`src/core/stm_pkg.sv`:
```
package stm_pkg;
  localparam logic [3:0] STM_OFS_CNT_LO = 4'h0;
  localparam logic [3:0] STM_OFS_CNT_HI = 4'h1;
  localparam logic [3:0] STM_OFS_CMP_LO = 4'h2;
  localparam logic [3:0] STM_OFS_CMP_HI = 4'h3;
  localparam logic [3:0] STM_OFS_CTRL0  = 4'h4;
  localparam logic [3:0] STM_OFS_CTRL1  = 4'h5;
  localparam logic [3:0] STM_OFS_PER    = 4'h6;
  localparam logic [3:0] STM_OFS_STAT   = 4'h7;
  localparam logic [7:0] STM_RST_BYTE   = 8'h00;
  localparam logic [7:0] STM_CTRL0_MASK = 8'hF8;
  localparam logic [3:0] STM_HDIV16     = 4'hF;
  localparam logic [5:0] STM_HDIV64     = 6'h3F;
  localparam logic [9:0] STM_TBC_DIV    = 10'h3FF;
  typedef enum logic [1:0] {
    STM_CMP = 2'b00, STM_CAP = 2'b01, STM_PWM = 2'b10, STM_TMR = 2'b11
  } stm_mode_e;
  typedef enum logic [1:0] {
    STM_SP_IDLE = 2'b00, STM_SP_ACT = 2'b01, STM_SP_DONE = 2'b11
  } stm_sp_e;
  typedef struct packed {
    logic       pause_bit;
    logic [2:0] clock_select_field;
    logic       module_on_bit;
  } stm_ctrl0_s;
  typedef struct packed {
    stm_mode_e  mode;
    logic [1:0] pin_function;
    logic       output_control_bit;
    logic       output_polarity_bit;
    logic       duty_period_swap_bit;
    logic       clear_select_bit;
  } stm_ctrl1_s;
endpackage

```
`src/core/stm_timer.sv`:
```
`timescale 1ns/10ps
module stm_timer
  import stm_pkg::*;
(
  input  wire logic        CLK_SYS,       // system clock 200 MHz
  input  wire logic        RST,           // sync reset, high
  input  wire logic [3:0]  ADDRESS,       // word address
  input  wire logic        READ,          // read strobe
  input  wire logic        WRITE,         // write strobe
  input  wire logic [31:0] WRITEDATA,     // write data
  input  wire logic [3:0]  BYTEENABLE,    // byte lanes
  output logic      [31:0] READDATA,      // read data
  output logic             WAITREQUEST,   // stall
  input  wire logic        EXT_CLK_PIN,   // external clock pin
  input  wire logic        CAPTURE_PIN,   // capture input pin
  output logic             TIMER_OUT,     // timer output pin
  output logic             TIMER_OUT_EN,  // output pin drive enable
  output logic             IRQ_REQ        // one-cycle request pulse
);
  stm_ctrl0_s  ctrl0_q;
  stm_ctrl1_s  ctrl1_q;
  logic [15:0] cmp_q;
  logic [7:0]  per_q;
  logic [15:0] cnt_q;
  logic [1:0]  div4_q;
  logic [3:0]  h16_q;
  logic [5:0]  h64_q;
  logic [9:0]  tbc_q;
  logic [2:0]  ext_q;
  logic [2:0]  cap_q;
  logic        on_prev_q;
  logic        lvl_q;
  logic        pwm_q;
  stm_sp_e     sp_q;
  logic [1:0]  flags_q;
  logic        rd_ack_q;
  logic        wr_ack_q;
  logic        tick;
  logic        on_rise;
  logic        match_a;
  logic        match_p;
  logic        ovf;
  logic        clr;
  logic        wr_go;
  logic        rd_go;
  logic        cap_ev;
  logic [15:0] period_end;
  logic [15:0] duty_end;
  logic        drive_lvl;
  logic        act;
  logic        act_full;

  // internal clock dividers for selectable rates
  always_ff @(posedge CLK_SYS) begin
    if (RST) begin
      div4_q <= 2'h0;
      h16_q  <= 4'h0;
      h64_q  <= 6'h0;
      tbc_q  <= 10'h000;
    end else begin
      div4_q <= div4_q + 2'h1;
      h16_q  <= (h16_q == STM_HDIV16) ? 4'h0 : h16_q + 4'h1;
      h64_q  <= (h64_q == STM_HDIV64) ? 6'h00 : h64_q + 6'h01;
      tbc_q  <= (tbc_q == STM_TBC_DIV) ? 10'h000 : tbc_q + 10'h001;
    end
  end

  // pin synchronisers, third stage for edges
  always_ff @(posedge CLK_SYS) begin
    if (RST) begin
      ext_q <= 3'h0;
      cap_q <= 3'h0;
    end else begin
      ext_q <= {ext_q[1:0], EXT_CLK_PIN};
      cap_q <= {cap_q[1:0], CAPTURE_PIN};
    end
  end

  // clock source select to a count enable
  always_comb begin
    case (ctrl0_q.clock_select_field)
      3'h0:    tick = (div4_q == 2'h3);
      3'h1:    tick = 1'b1;
      3'h2:    tick = (h16_q == STM_HDIV16);
      3'h3:    tick = (h64_q == STM_HDIV64);
      3'h4:    tick = (tbc_q == STM_TBC_DIV);
      3'h6:    tick = ext_q[1] & ~ext_q[2];
      3'h7:    tick = ~ext_q[1] & ext_q[2];
      default: tick = 1'b0;
    endcase
  end

  // comparators and clear selection
  assign on_rise = ctrl0_q.module_on_bit & ~on_prev_q;
  assign match_a = (cnt_q == cmp_q);
  assign match_p = (per_q != 8'h00) && (cnt_q[15:8] == per_q) &&
                   (cnt_q[7:0] == 8'h00);
  assign ovf     = (cnt_q == 16'hFFFF);
  assign act     = ctrl0_q.module_on_bit & ~ctrl0_q.pause_bit & tick;
  assign period_end = ctrl1_q.duty_period_swap_bit ? cmp_q :
                      {per_q, 8'h00};
  assign duty_end   = ctrl1_q.duty_period_swap_bit ? {per_q, 8'h00} :
                      cmp_q;
  always_comb begin
    if (ctrl1_q.mode == STM_PWM) begin
      clr = (period_end == 16'h0000) ? ovf :
            (cnt_q == period_end - 16'h0001);
    end else if (ctrl1_q.mode == STM_CAP) begin
      clr = ovf;
    end else if (ctrl1_q.clear_select_bit) begin
      clr = match_a | ovf;
    end else begin
      clr = (per_q == 8'h00) ? ovf :
            (cnt_q == {per_q, 8'h00} - 16'h0001);
    end
  end

  // capture edge select
  always_comb begin
    case (ctrl1_q.pin_function)
      2'h0:    cap_ev = cap_q[1] & ~cap_q[2];
      2'h1:    cap_ev = ~cap_q[1] & cap_q[2];
      2'h2:    cap_ev = cap_q[1] ^ cap_q[2];
      default: cap_ev = 1'b0;
    endcase
  end

  // counter, cleared only by hardware or on-bit rise
  always_ff @(posedge CLK_SYS) begin
    if (RST) begin
      cnt_q     <= 16'h0000;
      on_prev_q <= 1'b0;
    end else begin
      on_prev_q <= ctrl0_q.module_on_bit;
      if (on_rise) begin
        cnt_q <= 16'h0000;
      end else if (act) begin
        cnt_q <= clr ? 16'h0000 : cnt_q + 16'h0001;
      end
    end
  end

  // interrupt request pulse; sticky match flags are set in the register write block
  always_ff @(posedge CLK_SYS) begin
    if (RST) begin
      IRQ_REQ <= 1'b0;
    end else begin
      IRQ_REQ <= act & (clr | match_a | match_p | ovf) |
                 (ctrl0_q.module_on_bit & cap_ev &
                  (ctrl1_q.mode == STM_CAP));
    end
  end

  // compare output level and single pulse state
  always_ff @(posedge CLK_SYS) begin
    if (RST) begin
      lvl_q <= 1'b0;
      sp_q  <= STM_SP_IDLE;
    end else if (on_rise) begin
      lvl_q <= ctrl1_q.output_control_bit;
      sp_q  <= STM_SP_ACT;
    end else begin
      if (act && match_a && ctrl1_q.mode == STM_CMP) begin
        case (ctrl1_q.pin_function)
          2'h1:    lvl_q <= 1'b0;
          2'h2:    lvl_q <= 1'b1;
          2'h3:    lvl_q <= ~lvl_q;
          default: lvl_q <= lvl_q;
        endcase
      end
      case (sp_q)
        STM_SP_ACT: if (act && (cnt_q == duty_end - 16'h0001 ||
                                duty_end == 16'h0000))
          sp_q <= STM_SP_DONE;
        STM_SP_DONE: sp_q <= STM_SP_DONE;
        default:     sp_q <= STM_SP_IDLE;
      endcase
    end
  end

  // pwm active phase, full duty when duty at or above period
  always_comb begin
    if (period_end != 16'h0000 && duty_end >= period_end) begin
      act_full = 1'b1;
    end else begin
      act_full = 1'b0;
    end
  end
  always_ff @(posedge CLK_SYS) begin
    if (RST) begin
      pwm_q <= 1'b0;
    end else begin
      pwm_q <= act_full | (cnt_q < duty_end);
    end
  end

  // pin level per mode, then polarity
  always_comb begin
    case (ctrl1_q.mode)
      STM_CMP: drive_lvl = lvl_q;
      STM_PWM: begin
        case (ctrl1_q.pin_function)
          2'h0:    drive_lvl = ~ctrl1_q.output_control_bit;
          2'h1:    drive_lvl = ctrl1_q.output_control_bit;
          2'h2:    drive_lvl = pwm_q ~^ ctrl1_q.output_control_bit;
          default: drive_lvl = (sp_q == STM_SP_ACT) ~^
                               ctrl1_q.output_control_bit;
        endcase
      end
      default: drive_lvl = 1'b0;
    endcase
  end
  always_ff @(posedge CLK_SYS) begin
    if (RST) begin
      TIMER_OUT    <= 1'b0;
      TIMER_OUT_EN <= 1'b0;
    end else begin
      TIMER_OUT    <= (ctrl1_q.mode == STM_TMR) ? 1'b0 :
                      drive_lvl ^ ctrl1_q.output_polarity_bit;
      TIMER_OUT_EN <= (ctrl1_q.mode == STM_CMP) ||
                      (ctrl1_q.mode == STM_PWM);
    end
  end

  // bus handshake: one wait cycle then acknowledge
  assign wr_go = WRITE & wr_ack_q;
  assign rd_go = READ & rd_ack_q;
  always_ff @(posedge CLK_SYS) begin
    if (RST) begin
      wr_ack_q    <= 1'b0;
      rd_ack_q    <= 1'b0;
      WAITREQUEST <= 1'b1;
    end else begin
      wr_ack_q    <= WRITE & ~wr_ack_q;
      rd_ack_q    <= READ & ~rd_ack_q;
      WAITREQUEST <= ~((WRITE & ~wr_ack_q) | (READ & ~rd_ack_q));
    end
  end

  // register writes; counter has no write path
  always_ff @(posedge CLK_SYS) begin
    if (RST) begin
      ctrl0_q <= '0;
      ctrl1_q <= '0;
      cmp_q   <= {STM_RST_BYTE, STM_RST_BYTE};
      per_q   <= STM_RST_BYTE;
      flags_q <= 2'h0;
    end else begin
      if (wr_go && BYTEENABLE[0]) begin
        case (ADDRESS)
          STM_OFS_CMP_LO: cmp_q[7:0]  <= WRITEDATA[7:0];
          STM_OFS_CMP_HI: cmp_q[15:8] <= WRITEDATA[7:0];
          STM_OFS_CTRL0:  ctrl0_q     <= WRITEDATA[7:3];
          STM_OFS_CTRL1:  ctrl1_q     <= WRITEDATA[7:0];
          STM_OFS_PER:    per_q       <= WRITEDATA[7:0];
          default:        ;
        endcase
      end
      // sticky match flags, set wins over clear
      flags_q <= ((wr_go && BYTEENABLE[0] && ADDRESS == STM_OFS_STAT) ?
                  flags_q & ~WRITEDATA[1:0] : flags_q) |
                 {act & match_p, act & match_a};
    end
  end

  // read mux
  always_ff @(posedge CLK_SYS) begin
    if (RST) begin
      READDATA <= 32'h0000_0000;
    end else if (READ & ~rd_ack_q) begin
      case (ADDRESS)
        STM_OFS_CNT_LO: READDATA <= {24'h0, cnt_q[7:0]};
        STM_OFS_CNT_HI: READDATA <= {24'h0, cnt_q[15:8]};
        STM_OFS_CMP_LO: READDATA <= {24'h0, cmp_q[7:0]};
        STM_OFS_CMP_HI: READDATA <= {24'h0, cmp_q[15:8]};
        STM_OFS_CTRL0:  READDATA <= {24'h0, ctrl0_q, 3'h0};
        STM_OFS_CTRL1:  READDATA <= {24'h0, ctrl1_q};
        STM_OFS_PER:    READDATA <= {24'h0, per_q};
        STM_OFS_STAT:   READDATA <= {30'h0, flags_q};
        default:        READDATA <= 32'h0000_0000;
      endcase
    end
  end
endmodule

```
`config.mk`:
```
export PLATFORM = sky130hd
export DESIGN_NAME = stm_timer
export DESIGN_NICKNAME = d
export VERILOG_FILES = /design/src/core/stm_pkg.sv /design/src/core/stm_timer.sv
export SDC_FILE = /design/constraint.sdc
export NUM_CORES = 1
export LEC_CHECK = 0
export BUFFER_PORTS_ARGS = -buffer_cell sky130_fd_sc_hd__buf_2
export CORE_MARGIN = 8
export CORE_UTILIZATION = 54
export DETAILED_ROUTE_END_ITERATION = 10
export GPL_ROUTABILITY_DRIVEN = 0
export HOLD_SLACK_MARGIN = 0.15
export PLACE_DENSITY_LB_ADDON = 0.3
export SYNTH_ARGS = -nofsm -noshare
export SYNTH_HDL_FRONTEND = slang
export SYNTH_SLANG_ARGS = --single-unit
```
`constraint.sdc`:
```
create_clock -name CLK_SYS -period 3.5 [get_ports CLK_SYS]
set_input_delay 0.7 -clock CLK_SYS [delete_from_list [all_inputs] [get_ports CLK_SYS]]
set_output_delay 0.7 -clock CLK_SYS [all_outputs]
set_load 0.02 [all_outputs]
```
Word-level counts from Yosys, hierarchy flattened:

Index checks and enable logic that the tools add are counted.

* add/sub/neg operators: 8
* magnitude comparators: 2
* equal/unequal tests: 33
* mux-type cells: 21
* bitwise gates (word level): 40
* reduce and logical (&&, ||, !) cells: 33

Operators by type and width (number)
* equality test 16 bit: 4
* case mux 8 bit (8 select lines): 1
* 2-to-1 mux 16 bit: 3
* subtractor 16 x 1 -> 16 bit (second input constant): 3
* logical NOT 16 bit: 2
* adder 16 x 1 -> 16 bit (second input constant): 1
* equality test 16 bit (second input constant): 1
* equality test 4 x 3 -> 1 bit (second input constant): 4
* greater-or-equal comparator 16 bit: 1
* logical NOT 8 bit: 2
* < comparator 16 bit: 1
* nonzero test 16 bit: 1
* AND 1 bit: 15
* equality test 2 bit (second input constant): 6
* AND reduction 2 bit: 6
* NOT 1 bit: 11
* adder 10 x 1 -> 10 bit (second input constant): 1
* equality test 10 bit (second input constant): 1
* OR reduction 2 bit: 5
* equality test 3 bit (second input constant): 3
* 2-to-1 mux 1 bit: 9
* case mux 1 bit (3 select lines): 3
* equality test 4 x 2 -> 1 bit (second input constant): 2
* equality test 8 bit: 1
* other kinds (29): 50

* bits in registers: 126
* bits of input ports: 46
* output and inout bits: 36
* logic and storage cells: 169

Depth between registers and ports, before layout:

Gate-level depths: netlist of the first run.

* word-level depth: 11
* gate-level depth with buffers: 16
* depth with buffers taken out: 10

Worst setup path after synthesis of the first run:

OpenSTA, ideal clock, no wires.

* path kind: register to register
* start point: register ctrl1_q[1] (netlist bit)
* end point: register cnt_q[10]
* library setup time: 0.116 ns
* arrival: 3.349 ns
* setup slack: 0.035 ns
* stages on the path, launching flop included: 17
* clock period less this slack: 3.465 ns
* cell sequence: dfxtp_1 -> buf_2 -> buf_2 -> buf_6 -> clkbuf_1 -> clkbuf_1 -> nand2_1 -> ha_1 -> clkbuf_1 -> nor2b_1 -> a31oi_1 -> nor2b_1 -> xnor2_1 -> nor4_1 -> nor4b_4 -> buf_6 -> nor3_1

* cells in the longest elaborated chain, start to end: 6
* elaborated cells between the ends (all ways): 7
* those cells by class: add/sub: 1; eq/ne: 1; mux: 4; reduce/logical: 1

RTL lines
* start: declaration: line stm_timer.sv:21 `stm_ctrl1_s ctrl1_q;`
* start signal: assignment: line stm_timer.sv:254 `STM_OFS_CTRL1: ctrl1_q <= WRITEDATA[7:0];`
* 2-to-1 mux 16 bit (*): line stm_timer.sv:100 `assign period_end = ctrl1_q.duty_period_swap_bit ? cmp_q :`
* subtractor 16 x 1 -> 16 bit: line stm_timer.sv:107 `(cnt_q == period_end - 16'h0001);`
* equality test 16 bit: line stm_timer.sv:107
* 2-to-1 mux 1 bit (*): line stm_timer.sv:106 `clr = (period_end == 16'h0000) ? ovf :`
* 2-to-1 mux 1 bit (*): line stm_timer.sv:105 `if (ctrl1_q.mode == STM_PWM) begin`
* 2-to-1 mux 16 bit (*): line stm_timer.sv:138 `cnt_q <= clr ? 16'h0000 : cnt_q + 16'h0001;`
* end signal: assignment: line stm_timer.sv:138
* end: declaration: line stm_timer.sv:24 `logic [15:0] cnt_q;`

Every way passes the cells marked *; elsewhere a longest branch is shown, timed or not.
A chain may end at the register's enable or synchronous reset.

Worst setup path after layout of the first run:

* start point: register cmp_q[1]
* end point: register cnt_q[12]

* cells in the longest elaborated chain, start to end: 6
* elaborated cells between the ends (all ways): 11
* those cells by class: add/sub: 1; eq/ne: 2; mux: 6; bitwise: 1; reduce/logical: 1

RTL lines
* start: declaration: line stm_timer.sv:22 `logic [15:0] cmp_q;`
* start signal: assignment: line stm_timer.sv:245 `cmp_q <= {STM_RST_BYTE, STM_RST_BYTE};`
* start signal: assignment: line stm_timer.sv:251 `STM_OFS_CMP_LO: cmp_q[7:0] <= WRITEDATA[7:0];`
* 2-to-1 mux 16 bit / equality test 16 bit (equally long branches): line stm_timer.sv:100, stm_timer.sv:95
* subtractor 16 x 1 -> 16 bit / OR 1 bit (equally long branches): line stm_timer.sv:107, stm_timer.sv:111
* equality test 16 bit / 2-to-1 mux 1 bit (equally long branches): line stm_timer.sv:107, stm_timer.sv:110
* 2-to-1 mux 1 bit, on equally long branches: line stm_timer.sv:106, stm_timer.sv:108
* 2-to-1 mux 1 bit (*): line stm_timer.sv:105
* 2-to-1 mux 16 bit (*): line stm_timer.sv:138

Marks and branches as above.

==> metrics.yaml, run 1 <==
outcome:
  outcome: "complete, no violations"
setup_path:
  cp_slowest_stage_delay_ps: 510
  worstSetupPathDepth: 11
  critPathKind: "reg2reg"
  reg2reg_depth: 11
  crit_arrival_ps: 3240
  startpoint_type: "register"
  critical_path_required_ps: 3740
  path_cells: "nand2_1, ha_1, nor2b_1, a31oi_1, nor2b_1, xnor2_1, nor4_1, buf_4, nor4b_4, buf_4, nor3_1"
  path_max_fanout: 16
  cpMaxStageDelayCell: "dfxtp_1"
  worst-path-buf-inv: 2
  endpoint_kind: "register"
  crit_family: "simple AND/OR/NAND/NOR gates"
synthesis:
  synth_edf_count: 0
  ys_seq_elements: 102
  synth.cell_area_mm2: 0.00756
  synth_seq_area_share_pct: 27.0
  synth_area_leaders: "dfxtp_1, ha_1, xnor2_1"
  synth_cell_types: 83
  syn-instance-count: 922
  yosys_most_used_dff: "dfxtp_1"
  ys_top_cells_by_count: "dfxtp_1, nor2_1, xnor2_1"
  syn_area_per_cell_um2: 8.20
  synth_warnings: 0
  synth_top_area_cell: "dfxtp_1"
  synth.top_cell.area_share_pct: 27.0
  yosysMostFrequentCell: "dfxtp_1"
  async_flop_share_pct: 0
sta:
  max-slew-margin-rel_pct: 42.4
  final-hold-violation-count: 0
  setup_viol: 0
  slew_violations: 0
  tightest_slew_ps: 861
  fmax_mhz: 334
  post-route-period-util_pct: 85.6
  rsz0062_at_grt: "no"
  finClkSkew_ps: 11.8
  final.min_clock_period_ps: 3000
  fin_tns_setup_ps: 0
finish:
  final_area_mm2: 0.00799
  seq_area_mm2: 0.00204
  multi_input_area_mm2: 0.00492
  post-route-util_pct: 58.0
  layout.nets: 1014
  area_growth_syn_to_layout_pct: 5.74
  n_fill_cell: 1294
  fin_cells: 1112
  layout-drive-gt1-share_pct: 11.3
  n_antenna_cell: 0
place:
  portBuffers: 30
  dpl_cell_area_mm2: 0.00768
  hpwl_um: 15000
  placed_cells: 1096
clocking:
  cts-root-buf: "clkbuf_16"
  clk_pin_slew_worst_paths_ps: 80
  clk_latency_ps: 360
  cts_max_level: 3
  post_cts_buffers: 0
  cts_tree: "done"
  cts.path.max_buffers: 2
  cts_buffers: 9
  cts_resized: 0
  cts_sinks: 102
  ctsHoldBuffers: 0
power:
  power_density_mw_per_mm2: 299
  leakagePower_uw: 0.00329
  vdd_drop_max_mv: 0.255
flow_run:
  maxCapViolCount: 0
die:
  rows: 43
  die_y_um: 134
  ios: 82
  core-area_mm2: 0.0138
  fp.dieW_um: 134
  die-area_mm2: 0.0180
  initial_core_util_pct: 54.9
hold_path:
  hp-class: "reg2reg"
  worstHoldPathCells: 1
route:
  vias: 6704
  via_per_inst: 6.03
  antenna_left: 0
  drt-initial-drc-count: 626
  wire_per_inst_um: 18.3
  drc: 0
  drt_pass1_iterations: 7
  totalWireLength_um: 20300
global_routing:
  antenna_found_initial: 0
  grt_pass1_vias: 6163
  gr-total-overflow: 0
  grt_pass1_wl_um: 32300
  grt_max_degree: 72
  track_usage_pct: 22.3
worst reg2reg max path, stage by stage, from the launching register on:
cell     delay, ps
dfxtp_1        510
nand2_1        140
ha_1           340
nor2b_1        180
a31oi_1        370
nor2b_1        110
xnor2_1        140
nor4_1         370
buf_4          200
nor4b_4        170
buf_4          250
nor3_1          90
flip-flops by register name (all words and copies together) (netlist names), 2 cells and up:
register	flops
cmp_q	16
cnt_q	16
tbc_q	10
READDATA	8
ctrl1_q	8
per_q	8
h64_q	6
ctrl0_q	5
h16_q	4
cap_q	3
ext_q	3
div4_q	2
flags_q	2
sp_q	2
per-stage QoR:
| stage | setup WS [ps] | power (uW) | hold slack (ps) |
|---|---|---|---|
| 2_1_floorplan | 35.0 | 1360 | 399 |
| 3_3_place_gp | 623 | 1390 | 413 |
| 3_5_place_dp | 552 | 1400 | 417 |
| 4_1_cts | 528 | 2410 | 429 |
| 5_1_grt | 296 | 2470 | 454 |
| 6_report | 503 | 2390 | 421 |
where the power goes:
part / total (uW) / internal (uW) / switching, uW
registers: 1200 / 1180 / 15.5
clock network: 1020 / 514 / 505
logic: 173 / 51.9 / 121
per-layer routing:
metal	track usage, %	vias to the layer above	wire length, um
met5	0	-	0
met4	9.67	0	576
met3	3.44	43	1560
met2	35.6	284	9130
met1	29.2	3138	9040
li1	-	3239	-
area by class of cell:
cell class	instances	area share, %
multi-input cells	724	61.6
flip-flops and latches	102	25.6
repair buffers	60	4.70
clock buffers	9	2.82
well taps	180	2.82
inverters	30	1.41
clock inverters	7	1.08
worst paths after layout:
path	startpoint	end	slack [ps]
worst min register to register	div4_q[0]	div4_q[0]	420
worst max register to register	cmp_q[1]	cnt_q[12]	500
worst max-delay path	cmp_q[1]	cnt_q[12]	500
worst min-delay path	div4_q[0]	div4_q[0]	420
cell usage in the layout, fill, tap and decap left out, types with 6 or more instances in the layout:
master	count
a211oi_1	7
a21oi_1	41
a22oi_1	15
and2_1	6
and3_1	13
buf_2	30
buf_4	30
clkbuf_16	9
conb_1	24
dfxtp_1	101
ha_1	41
inv_1	30
mux2_2	6
mux2i_1	46
nand2_1	55
nand2b_1	17
nand3_1	36
nand4_1	8
nor2_1	99
nor2b_1	17
nor3_1	35
nor3b_1	11
nor4_1	10
o2111ai_1	8
o211ai_1	8
o21a_1	6
o21ai_0	28
o22ai_1	8
xnor2_1	57
xor2_1	34
logic make-up (layout without fill, tap and decap cells):
group	after synthesis	count (layout)	synth area share, %
xor gates and xnor gates	91	91	10.5
other	1	24	0.0496
buffers and inverters	119	106	8.97
muxes	52	52	6.99
AOI/OAI and AO/OA	167	167	15.2
and+or+nand+nor	349	349	24.4
DFF	102	102	27.0
adders and majority gates	41	41	6.79
Note: power is estimated with default switching activity, not from simulation.
==> inputs of run 2 (changes only) <==
- CORE_MARGIN: 8 -> unset
- GPL_TIMING_DRIVEN: unset -> 0
==> run 2 against run 1 <==
Flip-flop and latch count unchanged. Fmax decreased by 12%. Clock power increased by 7%. Via count increased by 5.0%. Sequential share of layout area decreased by 1.4 points. Non-clock buffer count increased by 62. Utilization increased by 4.8 points. Largest cell class unchanged. Cell area increased by 5.7%.
==> metrics.yaml, run 2 (same netlist as run 1, synthesis figures left out) <==
outcome:
  outcome: "complete, no violations"
hold_path:
  hp-class: "reg2reg"
sta:
  max-slew-margin-rel_pct: 32.3  # -10 points
  setup_viol: 0  # unchanged
  fin_ws_ps: 77.8  # -425 ps
  fmax_mhz: 292  # -12%
  slew_violations: 0  # unchanged
  post-route-period-util_pct: 97.8  # +12 points
  final.min_clock_period_ps: 3420  # +425 ps
  finClkSkew_ps: 10.4  # -1.37 ps
  final-hold-violation-count: 0  # unchanged
  tightest_slew_ps: 1010  # +151 ps
setup_path:
  startpoint_type: "register"
  path_max_fanout: 10  # -6
  worst-path-buf-inv: 2  # unchanged
  crit_arrival_ps: 3670  # +430 ps
  cp_slowest_stage_delay_ps: 640  # +130 ps
  crit_family: "simple AND/OR/NAND/NOR gates"
  critical_path_required_ps: 3750  # about the same
  endpoint_kind: "register"
  cpMaxStageDelayCell: "buf_1"
  path_cells: "buf_1, xor2_1, nor4_1, nand4_1, o2111ai_1, nand2_1, nor3b_2, buf_4, nor3_1"
  critPathKind: "reg2reg"
route:
  drt_pass1_iterations: 6  # -1
  antenna_left: 0  # unchanged
  wire_per_inst_um: 18.4  # +0.85%
  vias: 7042  # +5.0%
  drt-initial-drc-count: 679  # +8.5%
  via_per_inst: 6.02  # -0.17%
  drc: 0  # unchanged
  totalWireLength_um: 21500  # +6.1%
die:
  die_y_um: 120  # -10%
  die-area_mm2: 0.0145  # -20%
  fp.dieW_um: 120  # -10%
  core-area_mm2: 0.0135  # -2.3%
  rows: 42  # -2.3%
  ios: 82  # unchanged
  initial_core_util_pct: 56.2  # +1.3 points
place:
  portBuffers: 29  # -3.3%
  place_ws_ps: -1190  # -1750 ps
  hpwl_um: 16000  # +6.2%
  dpl_cell_area_mm2: 0.00801  # +4.3%
  placed_cells: 1150  # +4.9%
finish:
  n_fill_cell: 1211  # -6.4%
  area_growth_syn_to_layout_pct: 11.8
  fin_cells: 1170  # +5.2%
  n_antenna_cell: 0  # unchanged
  final_common_cell: "dfxtp_1"
  reg.largest.list: "cmp_q (16), cnt_q (16), tbc_q (10)"
  final_cell_mix: "dfxtp_1, nor2_1, xnor2_1"
  final_area_mm2: 0.00845  # +5.7%
  post-route-util_pct: 62.8  # +4.8 points
  layout-drive-gt1-share_pct: 13.4  # +2.1 points
  layout.nets: 1076  # +6.1%
clocking:
  cts_sinks: 102  # unchanged
  cts_max_level: 3  # unchanged
  clk_pin_slew_worst_paths_ps: 70  # about the same
  clk_latency_ps: 360  # about the same
  cts.path.max_buffers: 2  # unchanged
  ctsHoldBuffers: 0  # unchanged
  cts-root-buf: "clkbuf_16"
  cts_buffers: 9  # unchanged
  cts_tree: "done"
global_routing:
  grt_pass1_vias: 6642  # +7.8%
  grt_pass1_wl_um: 34200  # +5.7%
  track_usage_pct: 30.4  # +8.1 points
  grt_max_degree: 20  # -72%
  gr-total-overflow: 0  # unchanged
  antenna_found_initial: 0  # unchanged
power:
  p_total_uw: 2480  # +3.9%
  vdd_drop_max_mv: 0.307  # +20%
  power_density_mw_per_mm2: 294  # -1.7%
  leakagePower_uw: 0.00351  # +6.6%
flow_run:
  maxCapViolCount: 0  # unchanged
## run 2: stage by stage
stage / hold slack (ps) / TNS, ps
3_5_place_dp: 418 / -19490
3_3_place_gp: 410 / -19300
5_1_grt: 443 / -272
6_report: 427 / 0
2_1_floorplan: 399 / 0
4_1_cts: 429 / 0
## run 2: path summary, 6_finish.rpt
path	start	to	slack, ps	depth (start not counted)
setup / recovery	cnt_q[7]	cnt_q[6]	80	9
hold / removal	wr_ack_q	wr_ack_q	430	1
setup reg to reg	cnt_q[7]	cnt_q[6]	80	9
hold reg to reg	wr_ack_q	wr_ack_q	430	1
## run 2: routing by layer
metal	GRT usage [%]	part of all wire, %	up-vias
li1	-	-	3370
met1	39.2	43	3229
met2	48.3	45	372
met3	7.03	8.6	71
met4	13.6	3.7	0
met5	0	0	-
## run 2: cell type report
type	count	area, um2	share of cell area [%]
Multi-Input combinational cell	724	4970	58.8
Sequential cell	102	2040	24.2
Buffer	88	588	6.96
Clock buffer	10	239	2.83
Tap cell	176	220	2.61
Timing Repair Buffer	34	186	2.21
Inverter	30	113	1.33
Clock inverter	6	88.8	1.05
## run 2: worst reg2reg max path: stages, from the launching register on
cell and delay [ps]:
dfxtp_1 470, buf_1 640, xor2_1 170, nor4_1 460, nand4_1 350, o2111ai_1 190, nand2_1 170, nor3b_2 530
buf_4 280, nor3_1 70
## run 2: report_power, final
group	total [uW]	internal (uW)	switching, uW
registers	1200	1180	14.3
clock network	1090	597	491
logic	200	71.6	128
## run 2: what timing repair did
| item | CTS | global route |
|---|---|---|
| endpoints found under the hold margin | 0 | 0 |
| setup buffers | 1 | 4 |
| setup endpoints to repair | 19 | 18 |
| pin swaps | 1 | 3 |
| gates resized for setup | 11 | 8 |
